$ cat src/design/sif_pkg.sv
// Shared constants and types for the sixteen-channel filtered input port
package sif_pkg;
    // Timing base and sampling interval
    localparam int CLK_KHZ = 40000;
    localparam int SAMPLE_PERIOD_US = 200;
    localparam int SAMPLE_CYCLES = SAMPLE_PERIOD_US * CLK_KHZ / 1000;
    localparam int LED_BASE_MS = 50;
    localparam int LED_BASE_CYCLES = LED_BASE_MS * CLK_KHZ;

    // LED pattern in 50 ms phases: one frame lasts 24 phases (1.2 s)
    localparam logic [4:0] LED_FRAME_PHASES = 5'h18;
    localparam logic [4:0] LED_FLASH_PHASES = 5'h04;
    localparam logic [2:0] LED_BLINK_PHASES = 3'h4;

    // Acyclic register numbers
    localparam logic [7:0] REG_INPUTS_LOW = 8'h00;
    localparam logic [7:0] REG_INPUTS_HIGH = 8'h01;
    localparam logic [7:0] REG_FILTER_DELAY = 8'h12;

    // Cyclic frame offsets
    localparam logic [1:0] CYC_OFF_PACKED = 2'h1;
    localparam logic [1:0] CYC_OFF_LOW = 2'h1;
    localparam logic [1:0] CYC_OFF_HIGH = 2'h2;

    // Filter delay field, units of 100 us
    localparam logic [7:0] FILTER_DELAY_MAX = 8'hFA;
    localparam logic [7:0] FILTER_DELAY_RESET = 8'h0A;
    localparam logic [7:0] FILTER_DELAY_OFF = 8'h00;

    // Operating mode reported by the module firmware
    typedef enum logic [2:0] {
        SIF_MODE_RESET = 3'b001,
        SIF_MODE_PREOP = 3'b010,
        SIF_MODE_RUN = 3'b100
    } sif_mode_e;
endpackage

$ cat src/design/sif_port.sv
// Sixteen-channel filtered digital input port with cyclic and acyclic access
`timescale 1ns/1ps
module sif_port #(
    parameter int CHANNELS = 16,
    parameter int SAMPLE_CYCLES = sif_pkg::SAMPLE_CYCLES,
    parameter int LED_BASE_CYCLES = sif_pkg::LED_BASE_CYCLES
) (
    input wire logic core_clk_i,        // System clock, 40 MHz
    input wire logic rst_b_i,           // Async reset, active low
    input wire logic [15:0] din_i,      // Input pins, asynchronous
    input wire logic cyc_rd_i,          // Cyclic read strobe
    input wire logic [1:0] cyc_off_i,   // Cyclic frame offset
    input wire logic packed_mode_i,     // High: packed word at offset 1
    output logic [15:0] cyc_data_o,     // Cyclic read data
    output logic cyc_valid_o,           // Cyclic answer pulse
    output logic cyc_err_o,             // Cyclic offset not mapped
    input wire logic acyc_req_i,        // Acyclic request strobe
    input wire logic acyc_we_i,         // Acyclic write when high
    input wire logic [7:0] acyc_num_i,  // Acyclic register number
    input wire logic [7:0] acyc_wdata_i, // Acyclic write data
    output logic [7:0] acyc_rdata_o,    // Acyclic read data
    output logic acyc_ack_o,            // Acyclic answer pulse
    output logic acyc_err_o,            // Acyclic access refused
    input wire logic power_ok_i,        // Module supply present
    input wire logic fw_valid_i,        // Firmware image valid
    input wire logic fault_i,           // Module fault pending
    input wire logic [2:0] mode_i,      // Operating mode, one-hot
    output logic led_status_green_o,    // Module status LED, green
    output logic led_status_red_o,      // Module status LED, red
    output logic [15:0] led_chan_o,     // Channel LEDs, green
    output logic [7:0] filter_delay_o   // Active filter delay, 100 us units
);
    localparam int SMP_W = $clog2(SAMPLE_CYCLES + 1);
    localparam int LED_W = $clog2(LED_BASE_CYCLES + 1);

    // Channel count is fixed by the register layout; timing counts must be non-zero
    if (CHANNELS != 16 || SAMPLE_CYCLES < 1 || LED_BASE_CYCLES < 1) begin : g_bad_params
        $error("sif_port: unsupported parameter values");
    end

    typedef struct packed {
        logic [15:0] sync1;
        logic [15:0] sync2;
        logic [SMP_W-1:0] smp_cnt;
        logic smp_tick;
        logic [7:0] delay;
        logic [LED_W-1:0] led_cnt;
        logic [4:0] led_phase;
        logic [15:0] cyc_data;
        logic cyc_valid;
        logic cyc_err;
        logic [7:0] acyc_rdata;
        logic acyc_ack;
        logic acyc_err;
        logic led_green;
        logic led_red;
        logic [15:0] led_chan;
    } sif_port_s;

    sif_port_s st_r;
    sif_port_s st_nxt;

    logic [15:0] filt;
    logic [8:0] need_wide;
    logic [7:0] need;
    logic bypass;

    // Two 100 us steps per sample, so the needed count rounds up
    assign need_wide = {1'b0, st_r.delay} + 9'h001;
    assign need = need_wide[8:1];
    assign bypass = (st_r.delay == sif_pkg::FILTER_DELAY_OFF);

    genvar g;
    generate
        for (g = 0; g < CHANNELS; g = g + 1) begin : g_chan
            // Independent filter per channel
            sif_filter u_filter (
                .core_clk_i(core_clk_i),
                .rst_b_i(rst_b_i),
                .raw_i(st_r.sync2[g]),
                .sample_tick_i(st_r.smp_tick),
                .bypass_i(bypass),
                .need_i(need),
                .state_o(filt[g])
            );
        end
    endgenerate

    always_comb begin
        st_nxt = st_r;
        st_nxt.sync1 = din_i;
        st_nxt.sync2 = st_r.sync1;

        // Free-running sample tick, not tied to the bus cycle
        st_nxt.smp_tick = 1'b0;
        if (st_r.smp_cnt == SMP_W'(SAMPLE_CYCLES - 1)) begin
            st_nxt.smp_cnt = '0;
            st_nxt.smp_tick = 1'b1;
        end else begin
            st_nxt.smp_cnt = st_r.smp_cnt + SMP_W'(1);
        end

        // Cyclic port addresses by frame offset and packed_mode_i
        st_nxt.cyc_valid = cyc_rd_i;
        st_nxt.cyc_err = 1'b0;
        if (cyc_rd_i) begin
            st_nxt.cyc_data = 16'h0000;
            if (packed_mode_i && cyc_off_i == sif_pkg::CYC_OFF_PACKED) begin
                st_nxt.cyc_data = filt;
            end else if (!packed_mode_i && cyc_off_i == sif_pkg::CYC_OFF_LOW) begin
                st_nxt.cyc_data = {8'h00, filt[7:0]};
            end else if (!packed_mode_i && cyc_off_i == sif_pkg::CYC_OFF_HIGH) begin
                st_nxt.cyc_data = {8'h00, filt[15:8]};
            end else begin
                st_nxt.cyc_err = 1'b1;
            end
        end

        // Acyclic port addresses by register number
        st_nxt.acyc_ack = acyc_req_i;
        st_nxt.acyc_err = 1'b0;
        if (acyc_req_i) begin
            st_nxt.acyc_rdata = 8'h00;
            if (acyc_we_i && acyc_num_i == sif_pkg::REG_FILTER_DELAY) begin
                // Clamp oversize values
                if (acyc_wdata_i > sif_pkg::FILTER_DELAY_MAX) begin
                    st_nxt.delay = sif_pkg::FILTER_DELAY_MAX;
                end else begin
                    st_nxt.delay = acyc_wdata_i;
                end
            end else begin
                // Status is cyclic-read only and the delay is write only
                st_nxt.acyc_err = 1'b1;
            end
        end

        // LED pattern time base
        if (st_r.led_cnt == LED_W'(LED_BASE_CYCLES - 1)) begin
            st_nxt.led_cnt = '0;
            if (st_r.led_phase == sif_pkg::LED_FRAME_PHASES - 5'h01) begin
                st_nxt.led_phase = 5'h00;
            end else begin
                st_nxt.led_phase = st_r.led_phase + 5'h01;
            end
        end else begin
            st_nxt.led_cnt = st_r.led_cnt + LED_W'(1);
        end

        st_nxt.led_chan = filt;
        st_nxt.led_red = 1'b0;
        st_nxt.led_green = 1'b0;
        if (!power_ok_i) begin
            // Unpowered module shows nothing
            st_nxt.led_chan = 16'h0000;
        end else if (!fw_valid_i) begin
            st_nxt.led_red = 1'b1;
            st_nxt.led_green = (st_r.led_phase < sif_pkg::LED_FLASH_PHASES);
        end else begin
            st_nxt.led_red = fault_i;
            unique case (mode_i)
                sif_pkg::SIF_MODE_RESET: begin
                    st_nxt.led_green = (st_r.led_phase < sif_pkg::LED_FLASH_PHASES);
                end
                sif_pkg::SIF_MODE_PREOP: begin
                    st_nxt.led_green = (st_r.led_phase[2:0] < sif_pkg::LED_BLINK_PHASES);
                end
                sif_pkg::SIF_MODE_RUN: begin
                    st_nxt.led_green = 1'b1;
                end
                default: begin
                    // Illegal mode code from firmware: keep the green LED dark
                    st_nxt.led_green = 1'b0;
                end
            endcase
        end
    end

    always_ff @(posedge core_clk_i or negedge rst_b_i) begin
        if (!rst_b_i) begin
            st_r <= '0;
            st_r.delay <= sif_pkg::FILTER_DELAY_RESET;
        end else begin
            st_r <= st_nxt;
        end
    end

    assign cyc_data_o = st_r.cyc_data;
    assign cyc_valid_o = st_r.cyc_valid;
    assign cyc_err_o = st_r.cyc_err;
    assign acyc_rdata_o = st_r.acyc_rdata;
    assign acyc_ack_o = st_r.acyc_ack;
    assign acyc_err_o = st_r.acyc_err;
    assign led_status_green_o = st_r.led_green;
    assign led_status_red_o = st_r.led_red;
    assign led_chan_o = st_r.led_chan;
    assign filter_delay_o = st_r.delay;
endmodule

$ cat src/design/sif_filter.sv
// One input channel glitch filter working on the shared sample tick
`timescale 1ns/1ps
module sif_filter (
    input wire logic core_clk_i,      // System clock
    input wire logic rst_b_i,         // Async reset, active low
    input wire logic raw_i,           // Synchronised input level
    input wire logic sample_tick_i,   // One-cycle pulse every sample period
    input wire logic bypass_i,        // High when filtering is disabled
    input wire logic [7:0] need_i,    // Stable samples needed to accept a change
    output logic state_o              // Filtered channel state
);
    typedef struct packed {
        logic state;
        logic [7:0] cnt;
    } sif_filter_s;

    sif_filter_s st_r;
    sif_filter_s st_nxt;

    always_comb begin
        st_nxt = st_r;
        if (bypass_i) begin
            st_nxt.state = raw_i;
            st_nxt.cnt = 8'h00;
        end else if (sample_tick_i) begin
            // A differing level must persist for need_i samples
            if (raw_i == st_r.state) begin
                st_nxt.cnt = 8'h00;
            end else if ((st_r.cnt + 8'h01) >= need_i) begin
                st_nxt.state = raw_i;
                st_nxt.cnt = 8'h00;
            end else begin
                st_nxt.cnt = st_r.cnt + 8'h01;
            end
        end
    end

    always_ff @(posedge core_clk_i or negedge rst_b_i) begin
        if (!rst_b_i) begin
            st_r <= '0;
        end else begin
            st_r <= st_nxt;
        end
    end

    assign state_o = st_r.state;
endmodule

$ cat config.mk
export PLATFORM = sky130hd
export DESIGN_NAME = sif_port
export DESIGN_NICKNAME = d
export VERILOG_FILES = /design/src/design/sif_pkg.sv /design/src/design/sif_port.sv /design/src/design/sif_filter.sv
export SDC_FILE = /design/constraint.sdc
export NUM_CORES = 1
export LEC_CHECK = 0
export BUFFER_PORTS_ARGS = -buffer_cell sky130_fd_sc_hd__buf_2
export CORE_MARGIN = 10
export CORE_UTILIZATION = 45
export DETAILED_ROUTE_END_ITERATION = 10
export PLACE_DENSITY_LB_ADDON = 0.1
export SLEW_MARGIN = 20
export SYNTH_ARGS = -nofsm -noshare
export SYNTH_HDL_FRONTEND = slang
export SYNTH_SLANG_ARGS = --single-unit
$ cat constraint.sdc
create_clock -name core_clk_i -period 2.9 [get_ports core_clk_i]
set_input_delay 0.435 -clock core_clk_i [delete_from_list [all_inputs] [get_ports core_clk_i]]
set_output_delay 0.435 -clock core_clk_i [all_outputs]
set_load 0.01 [all_outputs]
After elaboration in Yosys (flattened, before gate mapping). Index checks and enable logic that the tools add are counted.

Equal/unequal tests: 41. $lt $le $gt $ge: 19. Muxes and demuxes: 114. $add $sub $neg: 20. Reduce and logical (&&, ||, !) cells: 40.

Operators with widths (number): $mux 9 (32); $mux 8 (35); $add 8x1->8 const B (16); $ge 8x8->1 (16); $reduce_and 3->1 (16); $mux 1 (39); $reduce_bool 2->1 (17); $mux 16 (2); $ne 2x2->1 const B (16); $add 21x1->21 const B (1); $eq 21x21->1 const B (1); $mux 21 (1); $eq 1x1->1 (16); $add 13x1->13 const B (1); $eq 13x13->1 const B (1); $mux 13 (1); $add 8x1->9 const B (1); $eq 8x5->1 const B (1); $gt 8x8->1 const B (1); $logic_not 8->1 (1); $add 5x1->5 const B (1); $eq 5x5->1 const B (1); $lt 5x3->1 const B (1); $mux 5 (1); other kinds (11) (15).

Input bits: 46. Bits in registers: 262. Word-level logic and storage cells: 281.

Longest topological paths before layout.
Word-level depth: 6. Mapped depth: 11. Depth with buffers taken out: 11.

Hierarchy. From an unflattened synthesis, not the netlist that was laid out.

Cell total of the unflattened synthesis: 1710. Area total of the unflattened synthesis: 17237.8 um^2.

By module, submodules not included: sif_filter (sequential area each 225.2 um^2, times used 16, cells an instance 80, area an instance 763.2 um^2); sif_port (sequential area each 2955.3 um^2, times used 1, cells an instance 430, area an instance 5026.1 um^2).

Worst setup path after synthesis. OpenSTA, ideal clock, no wires.

Path kind: register to register. Start point: register st_r (netlist bit filter_delay_o[0]). End point: register g_chan[2].u_filter.st_r (netlist bit g_chan[2].u_filter.state_o). Cell stages (with the launch flop): 10. Library setup time: 0.125 ns. Data required time: 2.775 ns. Arrival time: 3.002 ns. Path slack: -0.226 ns. Period minus slack after synthesis: 3.126 ns. Path buffers: 0. Cell sequence: dfrtp_1 -> ha_1 -> xnor2_1 -> ha_1 -> a21oi_1 -> maj3_1 -> o21ai_0 -> a31oi_1 -> nor2_1 -> mux2_2.

Word-level cells in the longest chain between the ends: 4. Elaborated cells on any way between the ends: 8. Classes of those cells: 1 x add/sub; 1 x order compare; 1 x eq/ne; 1 x mux; 4 x reduce/logical.

RTL lines: start: declaration (line sif_port.sv:60) `sif_port_s st_r;`; start signal: assignment (line sif_port.sv:183) `st_r <= st_nxt;`; $add 8x1->9 (line sif_port.sv:69) `assign need_wide = {1'b0, st_r.delay} + 9'h001;`; $ge 8x8->1 (line sif_filter.sv:29) `end else if ((st_r.cnt + 8'h01) >= need_i) begin`; $reduce_bool 2->1 (no source line); $reduce_and 3->1 (no source line); end signal: assignment (line sif_filter.sv:42) `st_r <= st_nxt;`; end: declaration (line sif_filter.sv:17) `sif_filter_s st_r;`.

Several ways; a longest one is shown, not always the timed one. A chain may end at the register's enable or synchronous reset.

Final worst setup path.
Start point: register st_r (netlist bit filter_delay_o[1]). End point: register g_chan[3].u_filter.st_r (netlist bit g_chan[3].u_filter.state_o).

Word-level cells in the longest chain between the ends: 4. Elaborated cells on any way between the ends: 8. Classes of those cells: 1 x add/sub; 1 x order compare; 1 x eq/ne; 1 x mux; 4 x reduce/logical.

RTL lines (line): $add 8x1->9 (sif_port.sv:69); $ge 8x8->1 (sif_filter.sv:29); $reduce_bool 2->1 (no source line); $reduce_and 3->1 (no source line); end signal: assignment (sif_filter.sv:42); end: declaration (sif_filter.sv:17).

Several ways; a longest one is shown, not always the timed one.

==> impl_metrics.toml <==
[worst_setup_path]
critPathArrivalTime_ns = 3.29
path_class = "reg2reg"
critical_path.max_fanout = 8
timing.critical_path.to_type = "flip-flop"
critical_path.startpoint_type = "flip-flop"
worst-r2r-cell-count = 12
worst-endpoint-required_ns = 3.34

[sta]
post-route-period-util = 0.982
finalWorstPathRequiredPeriod_ns = 2.85
setup_viol = 0
grt_setup_unrepaired = "yes"
max_clock_freq_mhz = 351
timing.final.max_slew_violations = 0
timing_hold_violations_final = 0
clock-skew-final_ns = 0.0247

[yosys]
ys_seq_elements = 262
compound_gate_fraction_of_synth_area = 0.114
ys.flop_type = "sky130_fd_sc_hd__dfrtp_1"
synth-warning-count = 0
post_synth_xor_area_fraction = 0.0916
syn_area_per_cell_um2 = 9.57
mappedNetlistArea_um2 = 15100
async_s_r_ff_share_synth = 1.00
most_frequent_cells_after_synthesis = "sky130_fd_sc_hd__dfrtp_1 (260), sky130_fd_sc_hd__nand2_1 (245), sky130_fd_sc_hd__nand3_1 (164), sky130_fd_sc_hd__ha_1 (117), sky130_fd_sc_hd__xnor2_1 (107)"
largest_family_of_logic_cells_by_synthesized_area = "simple AND/OR/NAND/NOR gates"
synth_adder_area_share = 0.107
post_synth_mux_area_share = 0.0179
yosys.area.top_type_share = 0.431
yosysTopAreaCell = "sky130_fd_sc_hd__dfrtp_1"
yosysSeqAreaShare = 0.434
synth.area.top_cells = "sky130_fd_sc_hd__dfrtp_1 (43%), sky130_fd_sc_hd__ha_1 (9.7%), sky130_fd_sc_hd__xnor2_1 (6.2%)"
post_synthesis_cell_count = 1579
yosys.cell_count.top_type = "sky130_fd_sc_hd__dfrtp_1"
post_synth_num_cell_types = 47
synth-simple-area-share = 0.183
synth_edf_count = 0

[outcome]
run_status = "finished clean"

[drt]
route.antenna.remaining_nets = 0
drc_marker_count_from_the_first_detailed_route_iteration = 510
route.detailed.wl_per_inst_um = 16.6
route.detailed.vias_per_inst = 5.28
dr_total_vias = 11700
drc = 0
detail_route.wirelength_um = 36700
first_pass_iters = 5

[global_routing]
grtUsageTotal = 0.172
largest_net_degree_at_the_start_of_global_routing = 66
globalRoute.busiestLayer = "met2"
grt_util_met3 = 0.0259
use_met2 = 0.292
grt_pass1_vias = 11800
globalRouteOverflowTotal = 0
grt_use_met1 = 0.225
global_route_wire_length_before_repair_um = 59800
antenna_violations_before_repair = 0

[die]
top_level_ports = 100
dieWidth_um = 203
start_util = 0.453
fp.dieArea_um2 = 41300
core_um2 = 33400
placementRows = 67
dieHeight_um = 203

[cts]
ctsHtreeMaxLevel = 1
clkTransAtPathRegs_ns = 0.06
max-clock-path-buffers = 3
cts.root.buffer_cell = "sky130_fd_sc_hd__clkbuf_16"
cts_sinks = 262
cts-buffers-inserted = 30
tritoncts = "built"
clock_insertion_delay_worst_skew_ns = 0.58

[pwr]
peakVddDrop_uv = 457
powerDensity_nw_per_um2 = 499
total_power_mw = 9.20
cellLeakagePower_nw = 8.79

[finish]
num-fill-cells = 3034
final_layout_size_suffix_gt1_frac = 0.212
post_layout_nonfiller_instances = 2207
multi_input_area_um2 = 8360
register_area_um2 = 6560
antenna_cells_inserted = 0
synth_to_final_area_change_pct = 21.9
layout.nets = 1899

[placement]
port_buffers = 91
globalplace.congestion = 0.800
placed_cells_incl_taps = 2111
hpwl_um = 23900

[worst_hold_path]
min-delay-path-class = "in2reg"
hold_path_depth = 2

[job]
drv.max_cap_violation_count = 0
[power by group]
part,internal [mW],total (mW),switching [mW],leakage [nW]
Clock,2.30,3.86,1.56,0.498
Sequential,3.82,4.01,0.195,3.51
Combinational,0.661,1.33,0.669,4.78
[sequential cells by signal, summed over array words and instances, names as in the netlist]
| register | count |
|---|---|
| acyc_ack_o | 1 |
| acyc_err_o | 1 |
| cyc_data_o | 16 |
| cyc_err_o | 1 |
| cyc_valid_o | 1 |
| filter_delay_o | 8 |
| g_chan.u_filter.st_r | 128 |
| g_chan.u_filter.state_o | 16 |
| led_chan_o | 16 |
| led_status_green_o | 1 |
| led_status_red_o | 1 |
| st_nxt | 16 |
| st_r | 56 |
[worst max-delay path, cell delays in order, from the launching register on]
cell,delay [ns]
sky130_fd_sc_hd__dfstp_2,0.59
sky130_fd_sc_hd__inv_2,0.07
sky130_fd_sc_hd__ha_4,0.27
sky130_fd_sc_hd__clkbuf_16,0.18
sky130_fd_sc_hd__ha_1,0.29
sky130_fd_sc_hd__nand2b_4,0.12
sky130_fd_sc_hd__a21oi_2,0.05
sky130_fd_sc_hd__maj3_1,0.35
sky130_fd_sc_hd__o21ai_1,0.13
sky130_fd_sc_hd__buf_4,0.14
sky130_fd_sc_hd__a31oi_1,0.07
sky130_fd_sc_hd__nor2_1,0.11
sky130_fd_sc_hd__mux2_2,0.33
[timing repair]
item	in CTS	in global routing
cloned	0	8
setup endpoints to repair	46	123
setup buffers	5	10
gates resized for setup	18	106
hold buffers	18	0
endpoints found under the hold margin	67	0
pin swaps	4	50
[final timing paths]
| kind | from | endpoint | slack [ns] |
|---|---|---|---|
| max | filter_delay_o[1] | g_chan[3].u_filter.state_o | 0.05 |
| min reg2reg | st_nxt[108] | st_r[108] | 0.35 |
| max in group asynchronous | rst_b_i | st_r[49] | 1.71 |
| min in group asynchronous | rst_b_i | g_chan[8].u_filter.st_r[4] | 0.42 |
| min | cyc_off_i[1] | cyc_err_o | 0.07 |
| max reg2reg | filter_delay_o[1] | g_chan[3].u_filter.state_o | 0.05 |
[metal layers]
metal / up-vias / part of all wire
met2: 138 / 0.49
li1: 5756 / -
met4: 0 / 0.025
met3: 55 / 0.029
met5: - / 0
met1: 5705 / 0.46
[cell usage in the layout (no fill, tap or decap), types with 50 or more instances in the layout]
master                      n
sky130_fd_sc_hd__o21ai_0   51
sky130_fd_sc_hd__nand2_1  243
sky130_fd_sc_hd__inv_1     59
sky130_fd_sc_hd__nand3_1  162
sky130_fd_sc_hd__xor2_1    50
sky130_fd_sc_hd__dfrtp_1  258
sky130_fd_sc_hd__xnor2_1   98
sky130_fd_sc_hd__buf_4     67
sky130_fd_sc_hd__ha_1     107
sky130_fd_sc_hd__buf_2     94
sky130_fd_sc_hd__nor2_1    68
[cell type report]
| cell class | instances | share of cell area |
|---|---|---|
| Multi-Input combinational cell | 1171 | 0.454 |
| Timing Repair Buffer | 211 | 0.0929 |
| Inverter | 60 | 0.0122 |
| Clock buffer | 43 | 0.0483 |
| Sequential cell | 262 | 0.356 |
| Tap cell | 448 | 0.0304 |
| Clock inverter | 12 | 0.00625 |
[stage by stage]
step                      setup TNS (ns)  setup slack [ns]  utilization  area [um2]  hold WS [ns]
after floorplan                        0            0.0127            -       15200         0.139
after global placement            -0.499           -0.0661        0.494       16500         0.332
after detailed placement           -1.72            -0.131        0.494       16500         0.336
after CTS                              0           0.00353        0.531       17700        0.0354
after global routing              -0.640           -0.0692        0.552       18400        0.0624
final                                  0            0.0528        0.552       18400        0.0695
[cell families (layout without fill, tap and decap cells)]
kind of cell    Yosys count  in the layout
compound gates          248            249
mux                      24             24
flops                   262            262
buf+inv                 154            326
fa+ha+maj               133            133
simple gates            599            599
other cells               1              8
xor+xnor                158            158
No activity file was read; power rests on OpenSTA's default activity.
